**src/crystal_config_pkg.sv**
```systemverilog
/*
 * Constants shared by the crystal and reference input buffer configuration
 * block: field positions, reset values, masks and the state encoding.
 * Assumes nothing of its surroundings; every user writes package::name.
 */
package crystal_config_pkg;

    // ------------------------------------------------------------------
    // Field positions in the 32-bit configuration word
    // ------------------------------------------------------------------
    localparam int HOLD_N_BIT = 29;
    localparam int RATIO_LSB = 24;
    localparam int RATIO_MSB = 28;
    localparam int GAIN_LSB = 22;
    localparam int GAIN_MSB = 23;
    localparam int OUT_CAP_LSB = 16;
    localparam int OUT_CAP_MSB = 21;
    localparam int FORCE_OFF_BIT = 14;
    localparam int IN_CAP_LSB = 8;
    localparam int IN_CAP_MSB = 13;
    localparam int RES_LSB = 4;
    localparam int RES_MSB = 6;
    localparam int DC_BIAS_BIT = 3;
    localparam int OSC_SEL_BIT = 2;
    localparam int SINGLE_END_BIT = 1;
    localparam int PAIR_SEL_BIT = 0;

    // ------------------------------------------------------------------
    // Widths and special codes
    // ------------------------------------------------------------------
    localparam int RATIO_W = 5;
    localparam int GAIN_W = 2;
    localparam int CAP_W = 6;
    localparam int RES_W = 3;
    localparam int AMP_COUNT = 3;
    localparam logic [4:0] RATIO_BYPASS = 5'h00;
    localparam logic [4:0] RATIO_RESERVED = 5'h01;
    localparam logic [4:0] RATIO_ONE = 5'h01;

    // Writable bits; 31:30, 15 and 7 stay zero
    localparam logic [31:0] WRITE_MASK = 32'h3FFF7F7F;

    // ------------------------------------------------------------------
    // Reset value of the whole word
    // ------------------------------------------------------------------
    localparam logic [31:0] CONFIG_RESET = 32'h20682845;

    // Serial interface mode codes
    localparam logic [1:0] SERIAL_DISABLED = 2'h0;
    localparam logic [1:0] SERIAL_TWO_WIRE = 2'h1;
    localparam logic [1:0] SERIAL_FOUR_WIRE = 2'h2;
    localparam logic [1:0] SERIAL_SMBUS = 2'h3;

    // Oscillator buffer startup states
    typedef enum logic [2:0] {
        BUF_IDLE = 3'h1,
        BUF_STARTUP = 3'h2,
        BUF_RUN = 3'h4
    } buf_state_t;

endpackage

```
**src/crystal_input_buffer_config.sv**
```systemverilog
/*
 * Crystal oscillator and reference input buffer configuration register,
 * with the reference divider and oscillator buffer sequencing behind it.
 * Assumes the serial slave interface delivers byte-enabled word writes
 * synchronous to ref_clk and reports its current mode on serial_mode.
 */
// Notes on behaviour
// - Ratio 2..31 divides the reference; 0 passes it undivided; 1 is reserved.
// - Active-low hold, reset 1, stops divided clock unless the divider is bypassed.
// - Gain code enables zero to three boost amplifiers during startup in oscillator mode; resets to 1.
// - Output terminal capacitance code, 0.42pF steps upward; resets to 0x28.
// - Input terminal capacitance code, equal steps upward; resets to 0x28.
// - Buffer on from startup until power cycle; force-off bit disables it.
// - Three-bit series resistance code limits crystal drive; resets to 4.
// - Select bit: 0 input buffer, 1 crystal oscillator; resets to 1.
// - Input type: 0 differential, 1 single-ended CMOS; resets to 0.
// - Pair select: 0 PMOS low common mode, 1 NMOS higher; resets 1.
// - Register reached over the serial slave; disabled mode blocks writes.
`timescale 1ns/100ps
module crystal_input_buffer_config
(
    input wire logic ref_clk,
    input wire logic rst_n,
    input wire logic [1:0] serial_mode,
    input wire logic reg_wr_en,
    input wire logic [3:0] reg_byte_en,
    input wire logic [31:0] reg_wr_data,
    output logic [31:0] reg_rd_data,
    input wire logic startup_begin,
    input wire logic startup_done,
    output logic osc_buffer_enable,
    output logic [2:0] gain_amp_enable,
    output logic [5:0] output_terminal_cap_code,
    output logic [5:0] input_terminal_cap_code,
    output logic [2:0] series_resistance_code,
    output logic buffer_dc_bias_enable,
    output logic osc_mode_enable,
    output logic input_buffer_enable,
    output logic buffer_single_ended_select,
    output logic pmos_pair_enable,
    output logic nmos_pair_enable,
    output logic ref_div_clk,
    output logic ref_div_tick,
    output logic ref_div_bypass
);

    // ------------------------------------------------------------------
    // Register storage
    // ------------------------------------------------------------------
    logic [31:0] crystal_config_r;
    logic [31:0] crystal_config_nxt;
    logic [31:0] lane_mask;
    logic access_ok;

    // Field views of the stored word
    logic ref_divider_hold_n;
    logic [4:0] ref_divider_ratio;
    logic [1:0] gain_code;
    logic [5:0] out_cap;
    logic osc_buffer_force_off;
    logic [5:0] in_cap;
    logic [2:0] res_code;
    logic dc_bias;
    logic osc_or_buffer_select;
    logic single_ended;
    logic buffer_input_pair_select;

    // Registered analog control outputs
    logic [2:0] gain_amp_r;
    logic [2:0] gain_amp_nxt;
    logic [5:0] out_cap_r;
    logic [5:0] out_cap_nxt;
    logic [5:0] in_cap_r;
    logic [5:0] in_cap_nxt;
    logic [2:0] res_r;
    logic [2:0] res_nxt;
    logic [5:0] mode_bits_r;
    logic [5:0] mode_bits_nxt;

    // Sequencer status
    logic osc_in_startup;

    // ------------------------------------------------------------------
    // Register write port
    // ------------------------------------------------------------------

    assign access_ok = (serial_mode != crystal_config_pkg::SERIAL_DISABLED);

    // One byte lane per generate entry; the serial slave writes bytewise
    genvar lane;
    generate
        for (lane = 0; lane < 4; lane++)
        begin : g_lane
            assign lane_mask[lane * 8 +: 8] = {8{reg_byte_en[lane]}};
        end
    endgenerate

    // Merge enabled lanes; reserved bits are never stored
    always_comb
    begin
        crystal_config_nxt = crystal_config_r;
        if (reg_wr_en && access_ok)
        begin
            crystal_config_nxt = (crystal_config_r & ~(lane_mask &
                                  crystal_config_pkg::WRITE_MASK)) |
                                 (reg_wr_data & lane_mask &
                                  crystal_config_pkg::WRITE_MASK);
        end
    end

    // Holding register; reset loads every documented default
    always_ff @(posedge ref_clk)
    begin
        if (!rst_n)
        begin
            crystal_config_r <= crystal_config_pkg::CONFIG_RESET;
        end
        else
        begin
            crystal_config_r <= crystal_config_nxt;
        end
    end

    // Read data comes straight from the flops; reads have no side effects
    assign reg_rd_data = crystal_config_r;

    // ------------------------------------------------------------------
    // Field extraction
    // ------------------------------------------------------------------
    assign ref_divider_hold_n = crystal_config_r[crystal_config_pkg::HOLD_N_BIT];
    assign ref_divider_ratio =
        crystal_config_r[crystal_config_pkg::RATIO_MSB:crystal_config_pkg::RATIO_LSB];
    assign gain_code =
        crystal_config_r[crystal_config_pkg::GAIN_MSB:crystal_config_pkg::GAIN_LSB];
    assign out_cap =
        crystal_config_r[crystal_config_pkg::OUT_CAP_MSB:crystal_config_pkg::OUT_CAP_LSB];
    assign osc_buffer_force_off = crystal_config_r[crystal_config_pkg::FORCE_OFF_BIT];
    assign in_cap =
        crystal_config_r[crystal_config_pkg::IN_CAP_MSB:crystal_config_pkg::IN_CAP_LSB];
    assign res_code =
        crystal_config_r[crystal_config_pkg::RES_MSB:crystal_config_pkg::RES_LSB];
    assign dc_bias = crystal_config_r[crystal_config_pkg::DC_BIAS_BIT];
    assign osc_or_buffer_select = crystal_config_r[crystal_config_pkg::OSC_SEL_BIT];
    assign single_ended = crystal_config_r[crystal_config_pkg::SINGLE_END_BIT];
    assign buffer_input_pair_select = crystal_config_r[crystal_config_pkg::PAIR_SEL_BIT];

    // ------------------------------------------------------------------
    // Analog control decode
    // ------------------------------------------------------------------

    // Decode the codes into the pins of the analog stage
    always_comb
    begin
        gain_amp_nxt = 3'h0;
        if (osc_in_startup && osc_or_buffer_select)
        begin
            unique case (gain_code)
                2'h0: gain_amp_nxt = 3'h0;
                2'h1: gain_amp_nxt = 3'h1;
                2'h2: gain_amp_nxt = 3'h3;
                2'h3: gain_amp_nxt = 3'h7;
            endcase
        end
        out_cap_nxt = out_cap;
        in_cap_nxt = in_cap;
        res_nxt = res_code;
        mode_bits_nxt[0] = osc_or_buffer_select;
        mode_bits_nxt[1] = !osc_or_buffer_select;
        mode_bits_nxt[2] = dc_bias;
        mode_bits_nxt[3] = single_ended;
        mode_bits_nxt[4] = !buffer_input_pair_select;
        mode_bits_nxt[5] = buffer_input_pair_select;
    end

    // Outputs are registered so the analog pins never see decode glitches
    always_ff @(posedge ref_clk)
    begin
        if (!rst_n)
        begin
            gain_amp_r <= 3'h0;
            out_cap_r <= crystal_config_pkg::CONFIG_RESET[
                crystal_config_pkg::OUT_CAP_MSB:crystal_config_pkg::OUT_CAP_LSB];
            in_cap_r <= crystal_config_pkg::CONFIG_RESET[
                crystal_config_pkg::IN_CAP_MSB:crystal_config_pkg::IN_CAP_LSB];
            res_r <= crystal_config_pkg::CONFIG_RESET[
                crystal_config_pkg::RES_MSB:crystal_config_pkg::RES_LSB];
            mode_bits_r <= 6'h21; // Oscillator mode, NMOS pair, differential
        end
        else
        begin
            gain_amp_r <= gain_amp_nxt;
            out_cap_r <= out_cap_nxt;
            in_cap_r <= in_cap_nxt;
            res_r <= res_nxt;
            mode_bits_r <= mode_bits_nxt;
        end
    end

    assign gain_amp_enable = gain_amp_r;
    assign output_terminal_cap_code = out_cap_r;
    assign input_terminal_cap_code = in_cap_r;
    assign series_resistance_code = res_r;
    assign osc_mode_enable = mode_bits_r[0];
    assign input_buffer_enable = mode_bits_r[1];
    assign buffer_dc_bias_enable = mode_bits_r[2];
    assign buffer_single_ended_select = mode_bits_r[3];
    assign pmos_pair_enable = mode_bits_r[4];
    assign nmos_pair_enable = mode_bits_r[5];

    // ------------------------------------------------------------------
    // Oscillator buffer sequencing
    // ------------------------------------------------------------------

    osc_buffer_ctrl u_osc_buffer_ctrl
    (
        .ref_clk(ref_clk),
        .rst_n(rst_n),
        .startup_begin(startup_begin),
        .startup_done(startup_done),
        .force_off(osc_buffer_force_off),
        .buffer_enable(osc_buffer_enable),
        .in_startup(osc_in_startup)
    );

    // ------------------------------------------------------------------
    // Reference divider
    // ------------------------------------------------------------------

    // ratio and bypass; hold stops the divided clock
    ref_divider u_ref_divider
    (
        .ref_clk(ref_clk),
        .rst_n(rst_n),
        .ratio(ref_divider_ratio),
        .hold_n(ref_divider_hold_n),
        .div_clk(ref_div_clk),
        .div_tick(ref_div_tick),
        .bypass(ref_div_bypass)
    );

endmodule

```
**src/ref_divider.sv**
```systemverilog
/*
 * High-frequency reference divider. Divides by the ratio code 2..31,
 * passes every cycle when bypassed, otherwise stops low while the hold is asserted.
 * Assumes the ratio and hold inputs come from registers on ref_clk.
 */
`timescale 1ns/100ps
module ref_divider
(
    input wire logic ref_clk,
    input wire logic rst_n,
    input wire logic [4:0] ratio,
    input wire logic hold_n,
    output logic div_clk,
    output logic div_tick,
    output logic bypass
);

    logic [4:0] count_r;
    logic [4:0] count_nxt;
    logic div_clk_r;
    logic div_clk_nxt;
    logic div_tick_r;
    logic div_tick_nxt;
    logic pass;

    // Code 1 is reserved; it is treated as bypass so the clock never dies
    assign pass = (ratio == crystal_config_pkg::RATIO_BYPASS) ||
                  (ratio == crystal_config_pkg::RATIO_RESERVED);

    // ------------------------------------------------------------------
    // Next state
    // ------------------------------------------------------------------
    always_comb
    begin
        count_nxt = count_r;
        div_clk_nxt = div_clk_r;
        div_tick_nxt = 1'b0;
        if (pass)
        begin
            // Undivided: a tick every cycle, hold has no effect
            count_nxt = 5'h00;
            div_clk_nxt = ~div_clk_r;
            div_tick_nxt = 1'b1;
        end
        else if (!hold_n)
        begin
            // Held in reset state: count cleared, output stops low
            count_nxt = 5'h00;
            div_clk_nxt = 1'b0;
        end
        else
        begin
            // Compare with >= so a ratio lowered mid-count wraps at once
            if (count_r >= ratio - crystal_config_pkg::RATIO_ONE)
            begin
                count_nxt = 5'h00;
                div_tick_nxt = 1'b1;
            end
            else
            begin
                count_nxt = count_r + crystal_config_pkg::RATIO_ONE;
            end
            // High for the first floor(ratio/2) counts of each period
            div_clk_nxt = (count_nxt < (ratio >> 1));
        end
    end

    // Registers
    always_ff @(posedge ref_clk)
    begin
        if (!rst_n)
        begin
            count_r <= 5'h00;
            div_clk_r <= 1'b0;
            div_tick_r <= 1'b0;
        end
        else
        begin
            count_r <= count_nxt;
            div_clk_r <= div_clk_nxt;
            div_tick_r <= div_tick_nxt;
        end
    end

    assign div_clk = div_clk_r;
    assign div_tick = div_tick_r;
    assign bypass = pass;

endmodule

```
**src/osc_buffer_ctrl.sv**
```systemverilog
/*
 * Oscillator buffer enable sequencer. Enables the buffer at startup and
 * keeps it on until reset; a debug override forces it off.
 * Assumes startup_begin and startup_done come from the power-up sequencer.
 */
`timescale 1ns/100ps
module osc_buffer_ctrl
(
    input wire logic ref_clk,
    input wire logic rst_n,
    input wire logic startup_begin,
    input wire logic startup_done,
    input wire logic force_off,
    output logic buffer_enable,
    output logic in_startup
);

    crystal_config_pkg::buf_state_t state_r;
    crystal_config_pkg::buf_state_t state_nxt;
    logic enable_r;
    logic enable_nxt;

    // Sequencer: only reset leaves RUN, standing in for a power cycle
    always_comb
    begin
        state_nxt = state_r;
        unique case (state_r)
            crystal_config_pkg::BUF_IDLE:
                if (startup_begin)
                    state_nxt = crystal_config_pkg::BUF_STARTUP;
            crystal_config_pkg::BUF_STARTUP:
                if (startup_done)
                    state_nxt = crystal_config_pkg::BUF_RUN;
            crystal_config_pkg::BUF_RUN:
                state_nxt = crystal_config_pkg::BUF_RUN;
            default:
                state_nxt = crystal_config_pkg::BUF_IDLE;
        endcase
        enable_nxt = (state_nxt != crystal_config_pkg::BUF_IDLE) && !force_off;
    end

    // Registers
    always_ff @(posedge ref_clk)
    begin
        if (!rst_n)
        begin
            state_r <= crystal_config_pkg::BUF_IDLE;
            enable_r <= 1'b0;
        end
        else
        begin
            state_r <= state_nxt;
            enable_r <= enable_nxt;
        end
    end

    assign buffer_enable = enable_r;
    assign in_startup = (state_r == crystal_config_pkg::BUF_STARTUP);

endmodule

```
**config.mk**
```make
export PLATFORM = sky130hd
export DESIGN_NAME = crystal_input_buffer_config
export DESIGN_NICKNAME = d
export VERILOG_FILES = /design/src/crystal_config_pkg.sv /design/src/crystal_input_buffer_config.sv /design/src/ref_divider.sv /design/src/osc_buffer_ctrl.sv
export SDC_FILE = /design/constraint.sdc
export NUM_CORES = 1
export LEC_CHECK = 0
export ABC_AREA = 1
export BUFFER_PORTS_ARGS = -buffer_cell sky130_fd_sc_hd__buf_4
export CAP_MARGIN = 40
export CELL_PAD_IN_SITES_DETAIL_PLACEMENT = 0
export CELL_PAD_IN_SITES_GLOBAL_PLACEMENT = 1
export CORE_MARGIN = 8
export CORE_UTILIZATION = 36
export DETAILED_ROUTE_END_ITERATION = 7
export GPL_ROUTABILITY_DRIVEN = 0
export HOLD_SLACK_MARGIN = 0.12
export PLACE_DENSITY = 0.84
export SLEW_MARGIN = 20
export SYNTH_ARGS = -nofsm -noshare
export SYNTH_HDL_FRONTEND = slang
export SYNTH_SLANG_ARGS = --single-unit
```
**constraint.sdc**
```tcl
create_clock -name ref_clk -period 4.7 [get_ports ref_clk]
set_input_delay 0.235 -clock ref_clk [delete_from_list [all_inputs] [get_ports ref_clk]]
set_output_delay 0.235 -clock ref_clk [all_outputs]
set_load 0.1 [all_outputs]
```
==> results.json <==
{
  "status": "finished clean",
  "cts_resized": 0,
  "fin_cells": 478,
  "drtAntennaViolNets": 0,
  "dp.cells": 455,
  "pwr-share-clk_pct": 36.0,
  "worst-path-max-fanout": 9,
  "synth_top_area_share_pct": 52.1,
  "critical_path.max_stage_delay_ps": 360,
  "clk_latency_ps": 330,
  "dr.pass1.iters": 4,
  "io_buffers": 94,
  "fmax_mhz": 375,
  "yosys_register_bits": 63,
  "hp-class": "input pin to flip-flop",
  "internal_power_uw": 958,
  "grt_overflow": 0,
  "cpMostUsedCell": "nand2_1",
  "seq_power_share_pct": 39.9,
  "diodes": 0,
  "postSynthAreaPerCell_um2": 8.23,
  "yosysSeqAreaShare_pct": 52.1,
  "grt_max_degree": 33,
  "rsz0062_at_grt": "false",
  "nets": 447,
  "switchingPower_uw": 486,
  "synth_area_leader_cell": "dfxtp_1",
  "drive_gt1_share_pct": 30.9,
  "maxCapViolCount": 0,
  "finalHoldViolCount": 0,
  "die_y_um": 98.0,
  "cp-end-kind": "flip-flop",
  "setup_viol": 0,
  "cts_sinks": 63,
  "cts_buffer_depth": 2,
  "cts_tree": "yes",
  "final_util_pct": 51.6,
  "tightest_slew_ps": 735,
  "track_usage_pct": 13.7,
  "routed_via_density": 4.43,
  "fin_setup_tns_ps": 0,
  "maxSlewHeadroom_pct": 51.0,
  "power_density_nw_per_um2": 421,
  "crit_type": "flip-flop to flip-flop",
  "rows": 30,
  "dp_hpwl_mm": 4.64,
  "final_common_cell": "buf_4",
  "skew_ps": 3.78,
  "via_count": 2116,
  "clkTransAtPathRegs_ps": 70,
  "final_cell_mix": "buf_4 (94), nand2_1 (76), dfxtp_1 (63)",
  "pre_cts_ws_ps": 2020,
  "crit_chain": "inv_1 -> ha_1 -> nand2_1 -> xor2_1 -> inv_1 -> ha_1 -> a21oi_1 -> nand3_2 -> nor3_1 -> ha_1 -> a21oi_1 -> nand2_1 -> nand2_1 -> nand2_1 -> a21oi_2",
  "slew_violations": 0,
  "fin_ws_ps": 2030,
  "die-area_um2": 9600,
  "antenna_found_initial": 0,
  "synth-warning-count": 0,
  "drc": 0,
  "crit_path_start_kind": "flip-flop",
  "ios": 103,
  "wl_mm": 6.19,
  "area_delta_synth_final_pct": 41.7,
  "synth_cells": 294,
  "min_period_ps": 2670,
  "grt_pass1_vias": 2188,
  "finalCritPeriodShare_pct": 56.8,
  "seq_area_um2": 1260,
  "ys_types": 25,
  "syn_area_um2": 2420,
  "fillers": 635,
  "wl_per_cell_um": 12.9,
  "cp_slowest_cell": "dfxtp_1",
  "cts.htree.levels": 3,
  "irDropWorstVdd_mv": 0.213,
  "core_area_um2": 6640,
  "first_iter_violations": 75,
  "cts_buffers": 9,
  "p_leak_uw": 0.00175,
  "cts-root-buf": "clkbuf_8",
  "crit_required_ps": 4960,
  "die_w_um": 98.0,
  "start_util_pct": 36.4,
  "multiInputGateArea_um2": 913,
  "combPwrFrac_pct": 24.2,
  "synth_area_leaders": "dfxtp_1 (52%), nand2_1 (12%), inv_1 (6.5%)",
  "cp_data_arrival_time_ps": 2930,
  "swShare_pct": 33.6,
  "holdWs_ps": 142,
  "grt_pass1_wl_mm": 10.5
}
routing by layer:
layer  global-route usage, %  vias up  share of wire (%)
li1                        -     1105                  -
met1                    14.1      940                 41
met2                    23.0       62                 49
met3                    6.61        9                9.2
met4                    6.47        0                1.4
met5                       0        -                  0
what timing repair did:
item | 4_1_cts | 5_1_grt
setup endpoints to repair | 0 | 0
hold buffers | 7 | 0
buffers inserted | 0 | 0
endpoints found under the hold margin | 7 | 0
path summary, 6_finish.rpt:
check	startpoint	to	slack (ps)	cells after the start
setup / recovery	flip-flop	u_ref_divider.div_clk	2030	15
setup reg to reg	flip-flop	u_ref_divider.div_clk	2030	15
hold / removal	reg_wr_data[29]	flip-flop	140	3
hold reg to reg	flip-flop	mode_bits_r[2]	440	2
cells in the mapped netlist:
library cell and count:
xor2_1 3, a21oi_1 24, nor2_1 11, o211ai_1 2, inv_1 42, nand3_2 1
dfxtp_1 63, nor4_1 1, nand2_1 76, ha_1 11, xnor2_1 2, conb_1 1
nand2_2 1, a21oi_2 1, buf_4 10, nor3_1 6, clkbuf_1 4, buf_2 2
o21ai_0 8, nand4_1 2, o211ai_2 1, nand3_1 13, nor3_2 2, nor2_2 2
or2_2 5
through the flow:
step           area [um2]  power, uW
6_report             3430       1440
5_1_grt              3430       1510
4_1_cts              3430       1460
3_5_place_dp         3140        935
3_3_place_gp         3140        933
2_1_floorplan        2430        857
logic make-up after synthesis:
| logic type | after synthesis | synth area share, % |
|---|---|---|
| buffers and inverters | 58 | 10.6 |
| AND/OR/NAND/NOR | 120 | 21.5 |
| AO/OA/AOI/OAI | 36 | 8.11 |
| flip-flops | 63 | 52.1 |
| other | 1 | 0.155 |
| adder cells (fa/ha/maj) | 11 | 5.68 |
| XOR/XNOR | 5 | 1.81 |
worst max-delay path: cells and delay by family, from the launching register on:
kind / cells / cell delay, ps
fa+ha+maj: 3 / 810
simple gates: 6 / 690
compound gates: 3 / 430
flops: 1 / 360
buf+inv: 2 / 150
xor+xnor: 1 / 140
power by group through the flow:
| stage | clock, uW | sequential [uW] | combinational (uW) |
|---|---|---|---|
| floorplan | 0 | 726 | 131 |
| global placement | 0 | 587 | 346 |
| detailed placement | 0 | 588 | 347 |
| CTS | 531 | 576 | 352 |
| global route | 560 | 578 | 375 |
| finish | 519 | 575 | 349 |
area by class of cell:
| type | instances | area share [%] |
|---|---|---|
| clock buffer | 10 | 4.01 |
| clock inverter | 6 | 2.44 |
| inverter | 42 | 4.60 |
| multi-input combinational | 176 | 26.6 |
| sequential | 63 | 36.8 |
| tap | 80 | 2.92 |
| timing repair buffer | 101 | 22.6 |
(Power assumes the default switching activity.)
